File: config.mk
export PLATFORM = sky130hd
export DESIGN_NAME = phy_led_strap_powerdown
export DESIGN_NICKNAME = d
export VERILOG_FILES = /design/src/hdl/phy_led_pkg.sv /design/src/hdl/toggle_gen.sv /design/src/hdl/phy_led_strap_powerdown.sv
export SDC_FILE = /design/constraint.sdc
export NUM_CORES = 1
export LEC_CHECK = 0
export ABC_CLOCK_PERIOD_IN_PS = 3240
export BUFFER_PORTS_ARGS = -buffer_cell sky130_fd_sc_hd__buf_2
export CORE_MARGIN = 1
export CORE_UTILIZATION = 55
export DETAILED_ROUTE_END_ITERATION = 10
export HOLD_SLACK_MARGIN = 0.05
export PLACE_DENSITY = 0.84
export SYNTH_ARGS = -nofsm -noshare
export SYNTH_HDL_FRONTEND = slang
export SYNTH_SLANG_ARGS = --single-unit
File: constraint.sdc
create_clock -name pclk -period 3.24 [get_ports pclk]
set_input_delay 0.648 -clock pclk [delete_from_list [all_inputs] [get_ports pclk]]
set_output_delay 0.648 -clock pclk [all_outputs]
set_load 0.05 [all_outputs]
File: src/hdl/phy_led_pkg.sv
package phy_led_pkg;
	// ****************************************
	// Register map (index; byte address = index * 4)
	// ****************************************
	localparam int          ADDR_W              = 7;
	localparam logic [4:0]  REG_BASIC_CTRL_IDX  = 5'h00;
	localparam logic [4:0]  REG_LED_MODE_IDX    = 5'h1e;
	localparam logic [4:0]  REG_IND_STATUS_IDX  = 5'h1f;
	localparam int          DUPLEX_BIT_POS      = 8;
	localparam int          AUTONEG_BIT_POS     = 12;
	localparam int          MODE_LSB_POS        = 14;
	localparam logic [1:0]  MODE_RESET          = 2'h0;
	localparam logic        CTRL_BIT_RESET      = 1'h0;
	// ****************************************
	// Indicator modes
	// ****************************************
	typedef enum logic [1:0] {
		LED_MODE_00 = 2'h0,
		LED_MODE_01 = 2'h1,
		LED_MODE_10 = 2'h2,
		LED_MODE_11 = 2'h3
	} led_mode_t;
	// ****************************************
	// Timing
	// ****************************************
	localparam int          CLK_PERIOD_NS       = 40;
	localparam int          TOGGLE_HALF_US      = 50000;
	localparam int          TOGGLE_HALF_CYCLES  = TOGGLE_HALF_US * 1000 / CLK_PERIOD_NS;
	// ****************************************
	// Carriers
	// ****************************************
	typedef struct packed {
		logic link_up;
		logic speed_100;
		logic full_duplex;
		logic collision;
		logic activity;
	} link_state_t;
	typedef struct packed {
		logic speed;
		logic duplex;
		logic col_act;
	} ind_levels_t;
endpackage

File: src/hdl/toggle_gen.sv
`timescale 1ns/1ps
module toggle_gen #(
	parameter int HALF_CYCLES = 1250000
) (
	input  wire logic pclk,    // Clock
	input  wire logic presetn, // Async reset, active low
	input  wire logic run,     // Blink while high
	output logic      phase    // Blink level
);
	localparam int CW = (HALF_CYCLES > 1) ? $clog2(HALF_CYCLES) : 1;
	localparam logic [CW-1:0] LAST = CW'(HALF_CYCLES - 1);
	logic [CW-1:0] count;

	// Half period counter, idle at zero
	always_ff @(posedge pclk or negedge presetn) begin
		if (!presetn) begin
			count <= '0;
		end else if (!run || count == LAST) begin
			count <= '0;
		end else begin
			count <= count + 1'b1;
		end
	end

	// Phase starts low (on) and flips each half period
	always_ff @(posedge pclk or negedge presetn) begin
		if (!presetn) begin
			phase <= 1'b0;
		end else if (!run) begin
			phase <= 1'b0;
		end else if (count == LAST) begin
			phase <= ~phase;
		end
	end
endmodule // toggle_gen

File: src/hdl/phy_led_strap_powerdown.sv
// Our own choices: the address map and register access over APB.
`timescale 1ns/1ps
// Operation
// - Latch duplex pin into control bit 8
// - Latch activity pin into autoneg bit 12
// - Duplex indicator low full in modes 00/01/10, toggles on collision in mode 01 only
// - Collision/activity indicator per mode register 1eh
// - Power-down input low stops normal operation
module phy_led_strap_powerdown #(
	parameter int TOGGLE_CYCLES = phy_led_pkg::TOGGLE_HALF_CYCLES
) (
	input  wire logic                        pclk,            // Clock 25 MHz
	input  wire logic                        presetn,         // Async reset, active low
	input  wire logic                        psel,            // APB select
	input  wire logic                        penable,         // APB enable
	input  wire logic                        pwrite,          // APB write
	input  wire logic [phy_led_pkg::ADDR_W-1:0] paddr,        // APB byte address
	input  wire logic [31:0]                 pwdata,          // APB write data
	input  wire logic [3:0]                  pstrb,           // APB byte strobes
	output logic      [31:0]                 prdata,          // APB read data
	output logic                             pready,          // APB ready
	output logic                             pslverr,         // APB error
	input  wire phy_led_pkg::link_state_t    link_state,      // Link status from PHY core
	input  wire logic                        power_down_n,    // Power down, active low
	output logic                             powered_down,    // Power-down state
	output logic                             duplex_ctrl,     // Duplex control bit
	output logic                             autoneg_enable_bit, // Autoneg enable bit
	output logic                             speed_indicator_o,  // Speed pin out
	output logic                             speed_indicator_oe, // Speed pin enable
	input  wire logic                        duplex_indicator_i, // Duplex pin in
	output logic                             duplex_indicator_o, // Duplex pin out
	output logic                             duplex_indicator_oe, // Duplex pin enable
	input  wire logic                        autoneg_strap_input, // Col/act pin in
	output logic                             collision_activity_indicator_o, // Col/act out
	output logic                             collision_activity_indicator_oe // Col/act enable
);
	// ****************************************
	// State
	// ****************************************
	logic                        strap_pending;
	phy_led_pkg::led_mode_t      led_mode;
	logic [1:0]                  blink;
	phy_led_pkg::ind_levels_t    next_ind;
	logic [4:0]                  reg_idx;
	logic                        idx_ok;
	logic                        acc_write;
	logic [31:0]                 next_rdata;

	assign reg_idx   = paddr[phy_led_pkg::ADDR_W-1:2];
	assign idx_ok    = (paddr[1:0] == 2'h0) &&
	                   (reg_idx == phy_led_pkg::REG_BASIC_CTRL_IDX ||
	                    reg_idx == phy_led_pkg::REG_LED_MODE_IDX ||
	                    reg_idx == phy_led_pkg::REG_IND_STATUS_IDX);
	assign acc_write = psel && penable && pwrite && idx_ok;
	assign pready    = penable;
	assign pslverr   = psel && penable && !idx_ok;

	// ****************************************
	// Strap capture at first edge after reset release
	// ****************************************
	always_ff @(posedge pclk or negedge presetn) begin
		if (!presetn) begin
			strap_pending <= 1'b1;
		end else begin
			strap_pending <= 1'b0;
		end
	end

	always_ff @(posedge pclk or negedge presetn) begin
		if (!presetn) begin
			duplex_ctrl <= phy_led_pkg::CTRL_BIT_RESET;
		end else if (strap_pending) begin
			duplex_ctrl <= duplex_indicator_i;
		end else if (acc_write && pstrb[1] &&
		             reg_idx == phy_led_pkg::REG_BASIC_CTRL_IDX) begin
			duplex_ctrl <= pwdata[phy_led_pkg::DUPLEX_BIT_POS];
		end
	end

	always_ff @(posedge pclk or negedge presetn) begin
		if (!presetn) begin
			autoneg_enable_bit <= phy_led_pkg::CTRL_BIT_RESET;
		end else if (strap_pending) begin
			autoneg_enable_bit <= autoneg_strap_input;
		end else if (acc_write && pstrb[1] &&
		             reg_idx == phy_led_pkg::REG_BASIC_CTRL_IDX) begin
			autoneg_enable_bit <= pwdata[phy_led_pkg::AUTONEG_BIT_POS];
		end
	end

	// ****************************************
	// Mode register
	// ****************************************
	always_ff @(posedge pclk or negedge presetn) begin
		if (!presetn) begin
			led_mode <= phy_led_pkg::led_mode_t'(phy_led_pkg::MODE_RESET);
		end else if (acc_write && pstrb[1] &&
		             reg_idx == phy_led_pkg::REG_LED_MODE_IDX) begin
			led_mode <= phy_led_pkg::led_mode_t'(
			            pwdata[phy_led_pkg::MODE_LSB_POS +: 2]);
		end
	end

	// ****************************************
	// Read data, captured in setup phase
	// ****************************************
	always_comb begin
		next_rdata = 32'h0;
		case (reg_idx)
			phy_led_pkg::REG_BASIC_CTRL_IDX: begin
				next_rdata[phy_led_pkg::DUPLEX_BIT_POS]  = duplex_ctrl;
				next_rdata[phy_led_pkg::AUTONEG_BIT_POS] = autoneg_enable_bit;
			end
			phy_led_pkg::REG_LED_MODE_IDX: begin
				next_rdata[phy_led_pkg::MODE_LSB_POS +: 2] = led_mode;
			end
			phy_led_pkg::REG_IND_STATUS_IDX: begin
				next_rdata[2:0] = {speed_indicator_o, duplex_indicator_o,
				                   collision_activity_indicator_o};
				next_rdata[3]   = powered_down;
				next_rdata[8:4] = link_state;
			end
			default: begin
				next_rdata = 32'h0;
			end
		endcase
		if (!idx_ok) begin
			next_rdata = 32'h0;
		end
	end

	always_ff @(posedge pclk or negedge presetn) begin
		if (!presetn) begin
			prdata <= 32'h0;
		end else if (psel && !penable && !pwrite) begin
			prdata <= next_rdata;
		end
	end

	// ****************************************
	// Power down
	// ****************************************
	always_ff @(posedge pclk or negedge presetn) begin
		if (!presetn) begin
			powered_down <= 1'b0;
		end else begin
			powered_down <= !power_down_n;
		end
	end

	// ****************************************
	// Blink generators: 0 collision, 1 activity
	// ****************************************
	for (genvar g = 0; g < 2; g++) begin : g_blink
		logic run;
		assign run = power_down_n && ((g == 0) ? link_state.collision
		                                        : link_state.activity);
		toggle_gen #(
			.HALF_CYCLES (TOGGLE_CYCLES)
		) u_toggle (
			.pclk    (pclk),
			.presetn (presetn),
			.run     (run),
			.phase   (blink[g])
		);
	end

	// ****************************************
	// Indicator levels, all active low
	// ****************************************
	always_comb begin
		next_ind = '{speed: 1'b1, duplex: 1'b1, col_act: 1'b1};
		case (led_mode)
			phy_led_pkg::LED_MODE_00: begin
				next_ind.speed   = !link_state.speed_100;
				next_ind.duplex  = !link_state.full_duplex;
				next_ind.col_act = !link_state.collision;
			end
			phy_led_pkg::LED_MODE_01: begin
				next_ind.speed   = !link_state.speed_100;
				next_ind.duplex  = link_state.collision ? blink[0]
				                                        : !link_state.full_duplex;
				next_ind.col_act = link_state.activity ? blink[1] : 1'b1;
			end
			phy_led_pkg::LED_MODE_10: begin
				next_ind.speed   = !(link_state.link_up && link_state.speed_100);
				next_ind.duplex  = !link_state.full_duplex;
				next_ind.col_act = link_state.activity ? blink[1] : 1'b1;
			end
			default: begin
				next_ind = '{speed: 1'b1, duplex: 1'b1, col_act: 1'b1};
			end
		endcase
		if (!power_down_n) begin
			next_ind = '{speed: 1'b1, duplex: 1'b1, col_act: 1'b1};
		end
	end

	always_ff @(posedge pclk or negedge presetn) begin
		if (!presetn) begin
			speed_indicator_o              <= 1'b1;
			duplex_indicator_o             <= 1'b1;
			collision_activity_indicator_o <= 1'b1;
		end else begin
			speed_indicator_o              <= next_ind.speed;
			duplex_indicator_o             <= next_ind.duplex;
			collision_activity_indicator_o <= next_ind.col_act;
		end
	end

	// Strap pins released until sampled
	always_ff @(posedge pclk or negedge presetn) begin
		if (!presetn) begin
			speed_indicator_oe              <= 1'b0;
			duplex_indicator_oe             <= 1'b0;
			collision_activity_indicator_oe <= 1'b0;
		end else begin
			speed_indicator_oe              <= 1'b1;
			duplex_indicator_oe             <= !strap_pending;
			collision_activity_indicator_oe <= !strap_pending;
		end
	end

	// ****************************************
	// Checks
	// ****************************************
	a_duplex_strap: assert property (@(posedge pclk) disable iff (!presetn)
		strap_pending |=> (duplex_ctrl == $past(duplex_indicator_i)) && !duplex_indicator_oe)
		else $error("duplex strap not latched");
	a_aneg_strap: assert property (@(posedge pclk) disable iff (!presetn)
		strap_pending |=> autoneg_enable_bit == $past(autoneg_strap_input) ##1
		collision_activity_indicator_oe)
		else $error("autoneg strap not latched");
	a_duplex_level: assert property (@(posedge pclk) disable iff (!presetn)
		(power_down_n && led_mode != phy_led_pkg::LED_MODE_11 &&
		 !(led_mode == phy_led_pkg::LED_MODE_01 && link_state.collision))
		|=> duplex_indicator_o == !$past(link_state.full_duplex))
		else $error("duplex indicator wrong");
	a_colact_mode0: assert property (@(posedge pclk) disable iff (!presetn)
		(power_down_n && led_mode == phy_led_pkg::LED_MODE_00)
		|=> collision_activity_indicator_o == !$past(link_state.collision))
		else $error("collision indicator wrong");
	a_colact_idle: assert property (@(posedge pclk) disable iff (!presetn)
		(led_mode != phy_led_pkg::LED_MODE_00 && !link_state.activity)
		|=> collision_activity_indicator_o)
		else $error("activity indicator lit when idle");
	a_powerdown_off: assert property (@(posedge pclk) disable iff (!presetn)
		!power_down_n |=> powered_down && speed_indicator_o && duplex_indicator_o &&
		collision_activity_indicator_o)
		else $error("power down not honoured");
	a_speed_mode10: assert property (@(posedge pclk) disable iff (!presetn)
		(power_down_n && led_mode == phy_led_pkg::LED_MODE_10)
		|=> speed_indicator_o == !$past(link_state.link_up && link_state.speed_100))
		else $error("speed indicator wrong in mode 10");
	a_speed_mode01: assert property (@(posedge pclk) disable iff (!presetn)
		(power_down_n && led_mode == phy_led_pkg::LED_MODE_01)
		|=> speed_indicator_o == !$past(link_state.speed_100))
		else $error("speed indicator wrong in mode 01");
endmodule // phy_led_strap_powerdown

==> flow_summary.toml <==
[clocking]
ctsResizeCount = 0
clockRootBuffer = "clkbuf_8"
insertion_delay_ns = 0.33
clkTransAtPathRegs_ns = 0.06
clock-sinks = 67
cts_buffer_depth = 2
hold_buffers = 0
h-tree-depth = 3
cts-buffers-inserted = 9
tritoncts = "yes"
cts_setup_buffers = 0

[critical_path]
cp_max_fo = 4
critical-path-top-delay-family = "simple AND/OR/NAND/NOR gates"
rrSetupSlack_ns = 1.06
crit_type = "in2out"
worst-path-buf-inv = 2
crit_top_cell = "buf_2"
worst-endpoint-required_ns = 2.59
start_kind = "input port"
end_kind = "output pin"
cp_slowest_cell = "or4_1"
cpPeakStageDelay_ns = 0.52
cp_cell_sequence = "buf_2 -> or4_1 -> nor2_1 -> o21ai_0 -> and3_1 -> buf_2"
cp.arrival_ns = 2.02

[timing]
worstMarginPinSlew_ns = 0.717
grt_setup_unrepaired = "no"
finalHoldViolCount = 0
fin_tns_setup_ns = 0
drv_slew = 0
slew_headroom = 0.521
fin_skew_ns = 0.00648
max_freq_mhz = 375
hold_slack_ns = 0.228
period_needed_ns = 2.67
finalCritPeriodShare = 0.823
setup_violations = 0

[power]
irDropWorstVdd_mv = 0.226
p_leak_nw = 1.67
p_per_area_nw_per_um2 = 453

[run_status]
status = "complete, no violations"

[global_route]
grt_max_degree = 51
grt_pass1_wl_um = 10700
grt_pass1_vias = 2470
grt-ovfl-total = 0
grt_antenna_before_repair = 0
grt_use_total = 0.218

[finish]
n_antenna_cell = 0
drive_above_1_share = 0.205
area_growth_pct = 12.3
final_nets = 435

[place]
io_buffer_count = 47
post-dp-hpwl_um = 4400
routabilityCongestion = 0.826

[die]
die_h_um = 79.9
die-area_sq_um = 6390
die_w_um = 79.9
core-area_sq_um = 5890
pin_count = 99
rows = 28
start_util = 0.567

[logic_synthesis]
synth_cells = 328
ys_types = 42
yosysSeqAreaShare = 0.504
syn_avg_cell_area_sq_um = 10.2
ys_top_cells_by_area = "dfrtp_1 47%, buf_4 4.9%, xor2_1 4.7%"
async_reset_ff_frac = 1.00
yosys.area.top_type = "dfrtp_1"
ys_ff_latch = 67
synth-edff-count = 0
yosysTopAreaCellShare = 0.472
ys_warn_count = 0
ys.flop_type = "dfrtp_1"
netlist_area_sq_um = 3340

[flow_run]
cap_viol_max_count = 0

[route]
finalWirelength_um = 6140
drt_pass1_iterations = 4
ant_nets = 0
via_per_inst = 5.71
dr_total_vias = 2606
drt_iter0_drc = 113
routedWlPerCell_um = 13.5
drc = 0

[hold_path]
hold_class = "in2async"
final timing paths:
| path | cells past startpoint | start | to |
|---|---|---|---|
| setup / recovery | 6 | paddr[2] | pslverr |
| hold / removal | 1 | presetn | g_blink[1].u_toggle.count[18] |
| hold reg to reg | 1 | strap_pending | collision_activity_indicator_oe |
| setup reg to reg | 5 | g_blink[0].u_toggle.count[5] | g_blink[0].u_toggle.count[10] |
| max in group asynchronous | 2 | presetn | g_blink[0].u_toggle.count[6] |
| min in group pclk | 1 | strap_pending | collision_activity_indicator_oe |
metal layers:
layer / routed length, um / global-route usage / vias up
li1: - / - / 1237
met1: 2780 / 0.272 / 1280
met2: 2910 / 0.357 / 80
met3: 339 / 0.0526 / 9
met4: 108 / 0.0964 / 0
met5: 0 / 0 / -
report_power, final:
part / switching, mW / internal [mW] / leakage [nW]
Clock: 0.285 / 0.393 / 0.0995
Combinational: 0.132 / 0.0325 / 0.663
Sequential: 0.00837 / 0.850 / 0.909
Total: 0.425 / 1.27 / 1.67
layout make-up:
class                           instances  area (sq um)
Fill cell                             475          2140
Sequential cell                        67          1680
Tap cell                               75          93.8
Multi-Input combinational cell        241          1490
Inverter                                7          26.3
Timing Repair Buffer                   51           265
Clock inverter                          2          35.0
Clock buffer                           13           159
per-stage QoR:
stage               utilization  cells  total power [mW]  worst slack, ns  area (sq um)
floorplan                     -    348              1.01            0.824          3410
global placement          0.604    441              1.04            0.615          3560
detailed placement        0.604    441              1.04            0.579          3560
CTS                       0.637    456              1.72            0.573          3750
global route              0.637    456              1.77            0.526          3750
finish                    0.637    456              1.70            0.575          3750
Yosys cell counts, drive strengths merged, types with 2 or more instances:
| cell type | number |
|---|---|
| nor3b | 2 |
| nor4 | 4 |
| and3 | 4 |
| xnor2 | 9 |
| nand4 | 18 |
| nand2 | 18 |
| a21oi | 14 |
| and2 | 3 |
| o21ai | 16 |
| dfstp | 4 |
| conb | 2 |
| nor3 | 2 |
| xor2 | 18 |
| inv | 7 |
| nand3 | 16 |
| nor2 | 33 |
| or4 | 8 |
| and4 | 9 |
| nor4bb | 2 |
| ha | 2 |
| or3 | 9 |
| o31ai | 5 |
| clkbuf | 7 |
| a22o | 8 |
| buf | 26 |
| nand4b | 2 |
| o21bai | 2 |
| mux2 | 6 |
| dfrtp | 63 |
cell families after synthesis:
| group | after synthesis | share of synthesized area |
|---|---|---|
| AO/OA/AOI/OAI | 49 | 0.0911 |
| multiplexers | 6 | 0.0202 |
| XOR/XNOR | 27 | 0.0708 |
| AND/OR/NAND/NOR | 135 | 0.232 |
| flip-flops | 67 | 0.504 |
| buffers and inverters | 40 | 0.0731 |
| other | 2 | 0.00225 |
| adder cells (fa/ha/maj) | 2 | 0.00749 |
worst register-to-register path: cells and delay by family (launching register included):
family | cells | cell delay [ns]
AND/OR/NAND/NOR | 3 | 0.71
AO/OA/AOI/OAI | 1 | 0.62
flip-flops | 1 | 0.45
buffers and inverters | 1 | 0.30
flip-flops by register name, summed over array words and instances, names as in the netlist:
| signal | count |
|---|---|
| autoneg_enable_bit | 1 |
| collision_activity_indicator_o | 1 |
| collision_activity_indicator_oe | 1 |
| duplex_ctrl | 1 |
| duplex_indicator_o | 1 |
| g_blink.u_toggle.count | 42 |
| g_blink.u_toggle.phase | 2 |
| led_mode | 2 |
| powered_down | 1 |
| prdata | 12 |
| speed_indicator_o | 1 |
| speed_indicator_oe | 1 |
| strap_pending | 1 |
cell usage in the layout, fill, tap and decap left out, drive strengths merged, types with 3 or more instances in the layout:
cell    instances
nand2          18
a22o            8
or3             9
and2            3
and4            9
clkbuf         13
xor2           18
nand4          18
or4             8
a21oi          14
inv             7
o31ai           5
dfrtp          63
nor2           33
dfstp           4
buf            51
conb           22
and3            4
nor4            4
nand3          16
o21ai          16
mux2            6
xnor2           9
(Power assumes the default switching activity.)
